### src/raw_display_map.svh
// Purpose: Constants for the raw video display channel
// Assumes: 100 MHz pixel clock, counters 12 bits wide
// Notes: Field positions of the display mode code
`ifndef RAW_DISPLAY_MAP_SVH
`define RAW_DISPLAY_MAP_SVH
`define CNT_W 12
`define SAMPLE_W 20
`define FIFO_DEPTH 16
`define FIFO_AW 4
`define THR_W 5
`define EVT_W 12
`define MODE_W 3
`define MODE_RAW_NARROW 2'b01
`define MODE_RAW_WIDE 2'b11
`define FIFO_FLUSH_CYCLES 1
`endif

### src/raw_display_pkg.sv
// Purpose: Types for the raw video display channel
// Assumes: Included map header supplies widths
// Notes: Channel state outside the FIFO lives in one packed struct
`include "raw_display_map.svh"
package raw_display_pkg;
  typedef enum logic [1:0] {
    ST_IDLE,
    ST_WAIT_FRAME,
    ST_SHOW,
    ST_HOLD
  } disp_state_t;
  typedef struct packed {
    logic [`CNT_W-1:0] pix;
    logic [`CNT_W-1:0] line;
    logic pix_phase;
    logic field_two;
    logic hsync;
    logic [`CNT_W-1:0] hsync_cnt;
    logic vblank;
    logic vsync;
    disp_state_t state;
    logic blk_prev;
    logic rearm;
    logic [`EVT_W-1:0] evt_left;
    logic [`THR_W:0] since_req;
    logic late;
    logic field_one_done;
    logic field_two_done;
    logic frame_done;
    logic display_complete_flag;
    logic completion_not_acknowledged;
    logic underrun_flag;
    logic irq;
    logic luma_dma_event;
    logic [`SAMPLE_W-1:0] pixel_out;
    logic pixel_valid;
    logic pop;
  } disp_reg_t;
endpackage : raw_display_pkg

### src/display_fifo.sv
// Purpose: Display data FIFO between DMA writes and pixel output
// Assumes: One clock, synchronous active-high reset and flush
// Notes: Forced pop of an empty FIFO still advances and returns stale data
`timescale 1ns/100ps
module display_fifo #(
  parameter int WIDTH = 20,
  parameter int DEPTH = 16,
  parameter int AW = 4
) (
  input wire logic clk,
  input wire logic rst,
  input wire logic flush,
  input wire logic in_valid,
  output logic in_ready,
  input wire logic [WIDTH-1:0] in_data,
  output logic out_valid,
  input wire logic out_ready,
  input wire logic force_pop,
  output logic [WIDTH-1:0] out_data,
  output logic [AW:0] level
);
  logic [WIDTH-1:0] mem [DEPTH];
  logic [AW:0] wr_q;
  logic [AW:0] rd_q;
  logic push;
  logic pop;
  // Flags and handshakes
  assign level = wr_q - rd_q;
  assign in_ready = (level != DEPTH[AW:0]) && !flush;
  assign out_valid = (level != '0);
  assign push = in_valid && in_ready;
  assign pop = (out_valid && out_ready) || force_pop;
  assign out_data = mem[rd_q[AW-1:0]];
  // Storage and pointers
  always_ff @(posedge clk) begin
    if (push) begin
      mem[wr_q[AW-1:0]] <= in_data;
    end
    if (rst || flush) begin
      wr_q <= '0;
      rd_q <= '0;
    end else begin
      if (push) begin
        wr_q <= wr_q + 1'b1;
      end
      if (pop) begin
        rd_q <= rd_q + 1'b1;
      end
    end
  end
endmodule : display_fifo

### src/raw_display_channel.sv
// Purpose: Raw video display channel: timing, DMA requests, FIFO streaming, status
// Assumes: DMA writes arrive on the FIFO port; software drives the controls as ports
// Notes: Completion flags clear by one-cycle clear pulses; set wins over clear
// Behaviour
// - Mode 01x gives narrow raw samples, 11x gives wide raw samples.
// - Display starts at the second frame start after disable drops, with first selected field.
// - DMA requests follow FIFO threshold and a per-field event counter.
// - At last line and pixel set field or frame done and complete flag.
// - Complete flag interrupts only while its enable is set.
// - Continuous mode resumes at next field or frame automatically.
// - Non-continuous: uncleared done flag at next completion raises not-acknowledged.
// - Empty FIFO during an active line sets the under-run flag.
// - Under-run interrupts only while its enable is set.
// - On under-run the read pointer advances and stale data still goes out.
// - A late load within one threshold recovers; otherwise the field is corrupt.
// - Block disable flushes the FIFO and blocks DMA events.
// - Counters keep running during block disable.
// - Clearing block disable re-enables events only from the frame after next.
// - Threshold control carries FIFO threshold and pixel increment rate.
// - Hsync asserts at a set pixel and lasts a set pixel count.
// - Vblank and vsync start and stop at programmed line and pixel per field.
// - Field one and two start line and pixel are programmable.
// - Writing one clears a completion flag; zero leaves it.
// - Completion flags set on the same edge that registers the final pixel out.
`timescale 1ns/100ps
module raw_display_channel
  import raw_display_pkg::*;
(
  input wire logic clk,
  input wire logic rst,
  input wire logic display_enable_bit,
  input wire logic block_disable,
  input wire logic [`MODE_W-1:0] display_format_select,
  input wire logic continuous_select,
  input wire logic frame_select,
  input wire logic field_one_select,
  input wire logic field_two_select,
  input wire logic ten_bit_unpack,
  input wire logic [`THR_W-1:0] display_fifo_threshold,
  input wire logic pixel_increment_rate,
  input wire logic [`CNT_W-1:0] frame_width,
  input wire logic [`CNT_W-1:0] frame_height,
  input wire logic [`CNT_W-1:0] hblank_start,
  input wire logic [`CNT_W-1:0] hblank_stop,
  input wire logic [`CNT_W-1:0] hsync_start_pixel,
  input wire logic [`CNT_W-1:0] hsync_width,
  input wire logic [2*`CNT_W-1:0] vblank_start_1,
  input wire logic [2*`CNT_W-1:0] vblank_stop_1,
  input wire logic [2*`CNT_W-1:0] vblank_start_2,
  input wire logic [2*`CNT_W-1:0] vblank_stop_2,
  input wire logic [2*`CNT_W-1:0] vsync_start_1,
  input wire logic [2*`CNT_W-1:0] vsync_stop_1,
  input wire logic [2*`CNT_W-1:0] vsync_start_2,
  input wire logic [2*`CNT_W-1:0] vsync_stop_2,
  input wire logic [2*`CNT_W-1:0] field_one_start_pos,
  input wire logic [2*`CNT_W-1:0] field_two_start_pos,
  input wire logic [`EVT_W-1:0] field_one_event_count,
  input wire logic [`EVT_W-1:0] field_two_event_count,
  input wire logic [`SAMPLE_W-1:0] default_value,
  input wire logic underrun_irq_enable,
  input wire logic complete_irq_enable,
  input wire logic clear_field_one_done,
  input wire logic clear_field_two_done,
  input wire logic clear_frame_done,
  input wire logic clear_underrun,
  input wire logic clear_not_ack,
  input wire logic clear_display_complete,
  input wire logic luma_fifo_window_valid,
  input wire logic [`SAMPLE_W-1:0] luma_fifo_window,
  output logic luma_fifo_window_ready,
  output logic luma_dma_event,
  output logic [`SAMPLE_W-1:0] pixel_out,
  output logic pixel_valid,
  output logic hsync,
  output logic vsync,
  output logic vblank,
  output logic field_id,
  output logic [`CNT_W-1:0] frame_pixel_counter,
  output logic [`CNT_W-1:0] frame_line_counter,
  output logic field_one_done,
  output logic field_two_done,
  output logic frame_done,
  output logic display_complete_flag,
  output logic completion_not_acknowledged,
  output logic underrun_flag,
  output logic interrupt
);
  disp_reg_t q;
  disp_reg_t d;
  logic [`SAMPLE_W-1:0] fifo_data;
  logic fifo_valid;
  logic [`FIFO_AW:0] fifo_level;
  logic [`CNT_W-1:0] h_lo;
  logic [`CNT_W-1:0] h_hi;
  logic [2*`CNT_W-1:0] pos;
  logic step;
  logic pix_end;
  logic frame_end;
  logic active;
  logic showing;
  logic fld_sel;
  logic [`SAMPLE_W-1:0] sample;

  display_fifo #(
    .WIDTH(`SAMPLE_W),
    .DEPTH(`FIFO_DEPTH),
    .AW(`FIFO_AW)
  ) u_fifo (
    .clk(clk),
    .rst(rst),
    .flush(block_disable),
    .in_valid(luma_fifo_window_valid),
    .in_ready(luma_fifo_window_ready),
    .in_data(luma_fifo_window),
    .out_valid(fifo_valid),
    .out_ready(1'b0),
    // Pop in the same cycle the sample is taken, so no word is shown twice
    .force_pop(d.pop),
    .out_data(fifo_data),
    .level(fifo_level)
  );

  // Timing decode
  always_comb begin
    pos = {q.line, q.pix};
    step = pixel_increment_rate ? q.pix_phase : 1'b1;
    pix_end = step && (q.pix == frame_width);
    frame_end = pix_end && (q.line == frame_height);
    h_lo = (hblank_stop < hblank_start) ? hblank_stop : hblank_start;
    h_hi = (hblank_stop < hblank_start) ? hblank_start : hblank_stop;
    // Blanking either inside the line or wrapping through pixel zero
    if (hblank_stop > hblank_start) begin
      active = !q.vblank && !(q.pix >= h_lo && q.pix < h_hi);
    end else begin
      active = !q.vblank && (q.pix >= hblank_stop) && (q.pix < hblank_start);
    end
    fld_sel = q.field_two ? field_two_select : field_one_select;
    showing = (q.state == ST_SHOW) && (fld_sel || frame_select);
    case (display_format_select[`MODE_W-1:1])
      `MODE_RAW_NARROW: sample = ten_bit_unpack ? {10'h000, fifo_data[9:0]} : {12'h000, fifo_data[7:0]};
      `MODE_RAW_WIDE: sample = fifo_data;
      default: sample = default_value;
    endcase
  end

  // Next-state logic
  always_comb begin
    d = q;
    d.luma_dma_event = 1'b0;
    d.pop = 1'b0;
    d.pix_phase = q.pix_phase ^ pixel_increment_rate;
    if (step) begin
      d.pix = pix_end ? '0 : q.pix + 1'b1;
      if (pix_end) begin
        d.line = (q.line == frame_height) ? '0 : q.line + 1'b1;
      end
    end
    if (pos == field_two_start_pos) begin
      d.field_two = 1'b1;
    end else if (pos == field_one_start_pos) begin
      d.field_two = 1'b0;
    end
    if (step && q.pix == hsync_start_pixel) begin
      d.hsync = 1'b1;
      d.hsync_cnt = hsync_width;
    end else if (step && q.hsync) begin
      d.hsync_cnt = q.hsync_cnt - 1'b1;
      d.hsync = (q.hsync_cnt > `CNT_W'(1));
    end
    if (pos == (q.field_two ? vblank_start_2 : vblank_start_1)) begin
      d.vblank = 1'b1;
    end else if (pos == (q.field_two ? vblank_stop_2 : vblank_stop_1)) begin
      d.vblank = 1'b0;
    end
    if (pos == (q.field_two ? vsync_start_2 : vsync_start_1)) begin
      d.vsync = 1'b1;
    end else if (pos == (q.field_two ? vsync_stop_2 : vsync_stop_1)) begin
      d.vsync = 1'b0;
    end
    // re-arm only at the frame after clearing
    d.blk_prev = block_disable;
    if (block_disable) begin
      d.rearm = 1'b0;
    end else if (q.blk_prev) begin
      d.rearm = 1'b1;
    end
    // Display sequencing
    case (q.state)
      ST_IDLE: begin
        if (display_enable_bit) begin
          d.state = ST_WAIT_FRAME;
        end
      end
      ST_WAIT_FRAME: begin
        // start at next frame
        // Previous disable level keeps a same-cycle drop from starting early
        if (!block_disable && !q.blk_prev && !q.rearm && frame_end) begin
          d.state = ST_SHOW;
          d.evt_left = field_one_select ? field_one_event_count : field_two_event_count;
        end else if (frame_end && q.rearm) begin
          d.rearm = 1'b0;
        end
      end
      ST_SHOW: begin
        if (block_disable || !display_enable_bit) begin
          d.state = display_enable_bit ? ST_WAIT_FRAME : ST_IDLE;
        end
      end
      default: begin
        // non-continuous also shows the next one
        d.state = ST_SHOW;
      end
    endcase
    // threshold and event counter
    // Credit of words requested and not yet shown
    if (q.pop) begin
      d.since_req = (q.since_req != '0) ? q.since_req - 1'b1 : '0;
    end
    // Request while one more threshold still fits in the FIFO
    if (showing && !block_disable && q.evt_left != '0
      && d.since_req <= (`THR_W+1)'(`FIFO_DEPTH) - {1'b0, display_fifo_threshold}) begin
      d.luma_dma_event = 1'b1;
      d.evt_left = q.evt_left - 1'b1;
      d.since_req = d.since_req + {1'b0, display_fifo_threshold};
    end
    // Flushed FIFO holds nothing requested
    if (block_disable) begin
      d.since_req = '0;
    end
    d.pixel_valid = showing && active;
    if (showing && active && step) begin
      d.pop = 1'b1;
      d.pixel_out = sample;
    end else if (!showing) begin
      d.pixel_out = default_value;
    end
    if (showing && active && step && !fifo_valid) begin
      d.late = 1'b1;
    end else if (fifo_level >= {1'b0, display_fifo_threshold}) begin
      d.late = 1'b0;
    end
    if (showing && active && step && !fifo_valid) begin
      d.underrun_flag = 1'b1;
    end else if (clear_underrun) begin
      d.underrun_flag = 1'b0;
    end
    if (clear_field_one_done) begin
      d.field_one_done = 1'b0;
    end
    if (clear_field_two_done) begin
      d.field_two_done = 1'b0;
    end
    if (clear_frame_done) begin
      d.frame_done = 1'b0;
    end
    if (clear_display_complete) begin
      d.display_complete_flag = 1'b0;
    end
    if (clear_not_ack) begin
      d.completion_not_acknowledged = 1'b0;
    end
    // set on the edge that registers the last pixel out
    if (showing && frame_end) begin
      d.display_complete_flag = 1'b1;
      if (!continuous_select && (q.frame_done || q.field_one_done || q.field_two_done)) begin
        d.completion_not_acknowledged = 1'b1;
      end
      if (frame_select) begin
        d.frame_done = 1'b1;
      end else if (q.field_two) begin
        d.field_two_done = 1'b1;
      end else begin
        d.field_one_done = 1'b1;
      end
      d.state = continuous_select ? ST_SHOW : ST_HOLD;
      d.evt_left = q.field_two ? field_one_event_count : field_two_event_count;
    end
    // disable wins over a completion that would keep showing
    if (block_disable && d.state != ST_IDLE && d.state != ST_WAIT_FRAME) begin
      d.state = display_enable_bit ? ST_WAIT_FRAME : ST_IDLE;
    end
    d.irq = (d.display_complete_flag && complete_irq_enable) || (d.underrun_flag && underrun_irq_enable)
      || d.completion_not_acknowledged;
    if (rst) begin
      d = '0;
      d.state = ST_IDLE;
    end
  end

  // State register
  always_ff @(posedge clk) begin
    q <= d;
  end

  // Output map
  assign luma_dma_event = q.luma_dma_event;
  assign pixel_out = q.pixel_out;
  assign pixel_valid = q.pixel_valid;
  assign hsync = q.hsync;
  assign vsync = q.vsync;
  assign vblank = q.vblank;
  assign field_id = q.field_two;
  assign frame_pixel_counter = q.pix;
  assign frame_line_counter = q.line;
  assign field_one_done = q.field_one_done;
  assign field_two_done = q.field_two_done;
  assign frame_done = q.frame_done;
  assign display_complete_flag = q.display_complete_flag;
  assign completion_not_acknowledged = q.completion_not_acknowledged;
  assign underrun_flag = q.underrun_flag;
  assign interrupt = q.irq;
endmodule : raw_display_channel

### config.mk
export PLATFORM = sky130hd
export DESIGN_NAME = raw_display_channel
export DESIGN_NICKNAME = d
export VERILOG_FILES = /design/src/raw_display_pkg.sv /design/src/display_fifo.sv /design/src/raw_display_channel.sv
export VERILOG_INCLUDE_DIRS = /design/src
export SDC_FILE = /design/constraint.sdc
export NUM_CORES = 1
export LEC_CHECK = 0
export BUFFER_PORTS_ARGS = -buffer_cell sky130_fd_sc_hd__buf_2
export CAP_MARGIN = 40
export CORE_ASPECT_RATIO = 1.25
export CORE_MARGIN = 5
export CORE_UTILIZATION = 60
export DETAILED_ROUTE_END_ITERATION = 10
export PLACE_DENSITY = 0.86
export SKIP_LAST_GASP = 1
export SLEW_MARGIN = 20
export SYNTH_ARGS = -nofsm -noshare
export SYNTH_HDL_FRONTEND = slang
export SYNTH_SLANG_ARGS = --single-unit
### constraint.sdc
create_clock -name clk -period 7.2 [get_ports clk]
set_clock_uncertainty 0.1 [all_clocks]
set_input_delay 0.72 -clock clk [delete_from_list [all_inputs] [get_ports clk]]
set_output_delay 0.72 -clock clk [all_outputs]
set_load 0.1 [all_outputs]
Word-level counts from Yosys, hierarchy flattened:

Memories as Yosys holds them, arrays and structs flattened. A register that Yosys moved wholly into a read port is not among the register bits.
Cells that the tools add are included.

* $add $sub $neg: 10
* $lt $le $gt $ge: 8
* equality and inequality tests: 16
* muxes and demuxes: 63
* bitwise logic cells: 1
* reduce and logical (&&, ||, !) cells: 56

Operator list (number)
* $eq 24x24->1: 6
* $mux 12: 8
* $mux 24: 4
* $mux 20: 2
* $pmux 20 s2: 1
* $mux 13: 3
* $eq 12x12->1: 3
* $lt 12x12->1: 3
* $mux 1: 31
* $logic_and 1x1->1: 27
* $add 12x1->12 const B: 2
* $ge 12x12->1: 2
* $sub 12x1->12 const B: 2
* $mux 18: 1
* $gt 12x1->1 const B: 1
* $gt 12x12->1: 1
* $mux 2: 6
* $mux 6: 2
* $reduce_bool 12->1: 1
* $add 5x1->5 const B: 2
* $mux 10: 1
* $reduce_bool 2->1: 5
* $logic_not 1->1: 8
* $mux 4: 2
* 19 further kinds: 30

* flip-flop bits (word level): 103
* bits in writable memories: 320
* input bits: 403
* output and inout bits: 58
* word-level logic and storage cells: 181
* memories kept: 1

Memory list
* u_fifo.mem: depth 16, bits a word 20, read ports 1, clocked after memory_dff 1, wr ports 1, RTL line display_fifo.sv:22 `logic [WIDTH-1:0] mem [DEPTH];`

Depth between registers and ports, before layout:

* depth in word-level cells: 14
* gate-level depth with buffers: 18
* mapped depth without buffers: 16

Modules after synthesis:

A second synthesis with hierarchy kept.

* cells, all modules: 1840
* area, all modules: 23523.8 um^2

Modules (own cells, without submodules)
* display_fifo: instances 1, cells an instance 580, area an instance 13073.8 um^2, sequential area each 9889.5 um^2
* raw_display_channel: instances 1, cells an instance 1260, area an instance 10450.0 um^2, sequential area each 1861.8 um^2

Worst setup path before layout:

OpenSTA, ideal clock, no wires.

* path type: input port to flip-flop
* start: input port hblank_start[1]
* end: register q, in the netlist interrupt
* setup time: 0.134 ns
* data arrival time: 4.793 ns
* required time: 6.966 ns
* setup slack: 2.173 ns
* cell stages on the path: 18
* buffers on the path: 2
* path through: inv_1 > ha_1 > nor2b_1 > o211ai_1 > a21oi_2 > nor4_2 > clkbuf_1 > mux2i_1 > ha_1 > a21oi_1 > a21oi_1 > a2111oi_0 > o2111ai_1 > or4_4 > o211a_1 > buf_2 > a21oi_1 > o22ai_1

* word-level cells in the longest chain between the ends: 14
* elaborated cells between the ends (all ways): 19
* classes of those cells: 5 x order compare; 4 x mux; 10 x reduce/logical

RTL lines
* start: declaration: RTL line raw_display_channel.sv:43 `` input wire logic [`CNT_W-1:0] hblank_start, ``
* $lt 12x12->1: RTL line raw_display_channel.sv:129, raw_display_channel.sv:130
* $mux 12 (on tied branches): RTL line raw_display_channel.sv:129, raw_display_channel.sv:130
* $ge 12x12->1 or $lt 12x12->1 (tied branches): RTL line raw_display_channel.sv:133 `active = !q.vblank && !(q.pix >= h_lo && q.pix < h_hi);`
* $logic_and 1x1->1: RTL line raw_display_channel.sv:133
* $logic_not 1->1: RTL line raw_display_channel.sv:133
* $logic_and 1x1->1: RTL line raw_display_channel.sv:133
* $mux 1 *: RTL line raw_display_channel.sv:132 `if (hblank_stop > hblank_start) begin`
* $logic_and 1x1->1 * (3 in series): RTL line raw_display_channel.sv:242 `if (showing && active && step && !fifo_valid) begin`
* $mux 1 *: RTL line raw_display_channel.sv:242
* $logic_and 1x1->1 *: RTL line raw_display_channel.sv:282 `d.irq = (d.display_complete_flag && complete_irq_enable) || (d.underrun_flag && underrun_irq_enable)`
* $logic_or 1x1->1 *: RTL line raw_display_channel.sv:282
* $logic_or 1x1->1 *: RTL line raw_display_channel.sv:283 `|| d.completion_not_acknowledged;`
* end signal: assignment: RTL line raw_display_channel.sv:292 `q <= d;`
* end: declaration: RTL line raw_display_channel.sv:88 `disp_reg_t q;`

Every way passes the cells marked *; elsewhere a longest branch is shown, timed or not.
A chain may end at the register's enable or synchronous reset.

Worst setup path in the final report:

* start: input port hblank_start[1]
* end: register q, in the netlist pixel_out[6]

* word-level cells in the longest chain between the ends: 10
* elaborated cells between the ends (all ways): 16
* classes of those cells: 5 x order compare; 1 x eq/ne; 4 x mux; 6 x reduce/logical

RTL lines
* $lt 12x12->1: RTL line raw_display_channel.sv:129, raw_display_channel.sv:130
* $mux 12 (on tied branches): RTL line raw_display_channel.sv:129, raw_display_channel.sv:130
* $ge 12x12->1 or $lt 12x12->1 (tied branches): RTL line raw_display_channel.sv:133
* $logic_and 1x1->1: RTL line raw_display_channel.sv:133
* $logic_not 1->1: RTL line raw_display_channel.sv:133
* $logic_and 1x1->1: RTL line raw_display_channel.sv:133
* $mux 1 *: RTL line raw_display_channel.sv:132
* $logic_and 1x1->1 * (2 in series): RTL line raw_display_channel.sv:231 `if (showing && active && step) begin`
* $ne 2x1->1 (no line) or $mux 20 (tied branches)

Marks and branches as above.

==> out/summary.txt <==
syn_area_per_cell: 12.74 µm²
Die X: 185.4 µm
fin crit share: 76.68%
clock insertion delay at the later pin of the skew report: 550 ps
die height: 229.2 µm
CTS tree: built
Gate Count Post-Synth: 1811
GP Congestion: 1.192
drt pass-1 iters: 6
Vias/cell: 6.690
largest cells by area after synthesis: edfxtp_1, mux4_2, dfxtp_1
Synthesis Warnings: 0
RSZ-0062 raised after global routing: false
ANT nets after route: 0
total track usage: 39.42%
commonest cells after routing, fill and taps aside: buf_2, edfxtp_1, mux2i_1
layout cells sized above 1: 31.03%
Synth Cell Area: 0.02307 mm²
Initial Utilization: 60.49%
CTS root buf: clkbuf_16
DP HPWL: 60.55 mm
class of the worst hold path: in -> reg
stage delay of the slowest cell on the critical path: 730 ps
Synth Flop Type: edfxtp_1
Filler Cell Count: 2535
H-tree depth: 2
Pins Over Slew Limit: 0
minimum clock period: 5521 ps
number of CTS-inserted buffers: 42
vias in the first global route: 18311
die area: 0.04250 mm²
Worst-Margin Slew: 936.6 ps
post-synth top area share: 41.65%
CP Data Required Time: 7530 ps
crit end category: flip-flop
synth-to-layout area growth: 17.91%
Post-CTS Setup Repair Bufs: 0
pin count of the biggest net entering global routing: 74
Place WS: 1410 ps
# rows: 80
Crit-path slowest cell: o211ai_4
clock buffer depth: 3
total number of vias: 18499
port buffer count: 459
Fin. Hold Viols: 0
Yosys top cell by area: edfxtp_1
core footprint: 0.03814 mm²
commonest non-fill, non-tap cell in the layout: buf_2
worst vdd ir: 0.2585 mV
Post-synth EDFFs: 320
first-pass GRT wire length: 121.2 mm
CP startpoint kind: primary input
DR iter-0 viols: 2382
top-level port count: 461
sequential area share after synthesis: 50.94%
final setup margin: 1679 ps
flops & latches, synth: 427
Post-synth ARST share: 0%
worst-path maximum fanout: 26
critical path class: in -> reg
Power Density: 199.3 mW/mm²
Worst Path Arrival: 5860 ps
Synth cell types: 66
GR Util met3: 10.62%
relative slew slack: 36.98%
# setup viols final: 0
gr ovfl total: 0
Core Util, Final: 71.33%
Post-Route WL: 86.19 mm
Mapped Nets: 2302
hold_buf cts: 0
clock-pin transition on the worst setup and hold timing paths: 60 ps
Bufs and invs on worst path: 4
M2 GR Usage: 63.24%
Max-Cap Viols: 0
antenna violations before repair: 9
layer with the highest usage: met2
Nets: 2720
# DRC: 0
Max Fclk: 0.1811 GHz
crit path cell chain: buf_2, inv_1, ha_1, nor2b_1, o211ai_1, a21oi_2, nor4_4, buf_4, mux2i_1, ha_1, a21oi_1, a21oi_1, a2111oi_0, o2111ai_1, or4_4, o211ai_4, o21ai_1, buf_4, a311oi_1
PostCTS Resize Cnt: 0
clock sink total: 427
met1 usage: 49.77%
DR WL/cell: 31.17 µm
Static Leak: 10.24 nW
status: complete, no violations
critical path's top delay family: compound AO/OA/AOI/OAI gates
hold slack: 324.0 ps
setup TNS: 0 ps
synthesized netlist by cell type (53+ instances only):
| cell | count |
|---|---|
| inv_1 | 57 |
| dfxtp_1 | 107 |
| nor3_1 | 55 |
| edfxtp_1 | 320 |
| ha_1 | 87 |
| xor2_1 | 108 |
| xnor2_1 | 116 |
| clkbuf_1 | 54 |
| nand4_1 | 53 |
| mux4_2 | 100 |
| nand2_1 | 56 |
| mux2i_1 | 140 |
| nor2_1 | 97 |
| a21oi_1 | 59 |
layout make-up:
cell class              instances  area (µm²)  area share [%]
flip-flops and latches        427       11760           43.23
multi-input cells            1179       10380           38.17
repair buffers                521        2831           10.41
clock buffers                  57        1127           4.144
well taps                     492       615.6           2.263
clock inverters                20       237.7          0.8740
inverters                      58       217.7          0.8004
diodes                         11       27.53          0.1012
state kept, by name, summed over array words and instances (netlist names), 5 cells and up, named ones only:
| signal | flops |
|---|---|
| u_fifo.mem | 320 |
| q | 36 |
| pixel_out | 20 |
| frame_line_counter | 12 |
| frame_pixel_counter | 12 |
| u_fifo.rd_q | 5 |
| u_fifo.wr_q | 5 |
worst paths after layout:
path	start	end	slack (ps)	cells after the start
min	hsync_width[1]	q[56]	320	3
max reg2reg	q[31]	q[44]	2820	14
max	hblank_start[1]	pixel_out[6]	1680	19
min reg2reg	vsync	vsync	370	2
kinds of logic after synthesis:
group	Yosys count	share of synthesized area, %
AOI/OAI and AO/OA	221	6.535
xor gates and xnor gates	224	8.504
adders and majority gates	88	4.805
buffers and inverters	205	4.192
DFF	427	50.94
muxes	247	16.18
and+or+nand+nor	399	8.846
metrics by stage:
step / instance area (µm²) / instances / total power [mW]
after global routing: 27190 / 2761 / 5.575
after global placement: 25670 / 2668 / 3.224
after CTS: 27120 / 2751 / 5.413
after floorplan: 23070 / 1811 / 3.003
final: 27200 / 2765 / 5.420
after detailed placement: 25750 / 2674 / 3.244
worst min-delay path: stages:
cell     delay (ps)
buf_2            80
mux2i_1          50
nor2_1           80
power by group:
part / internal [mW] / switching [mW]
logic: 0.206 / 0.342
registers: 2.66 / 0.0104
clock network: 1.23 / 0.979
total: 4.09 / 1.33
routing by layer:
metal	share of wire (%)	routed length (µm)
met4	6.2	5343
met3	13	10920
met1	35	29740
met5	0.0093	8
met2	47	40180
Note: power is estimated with default switching activity, not from simulation.
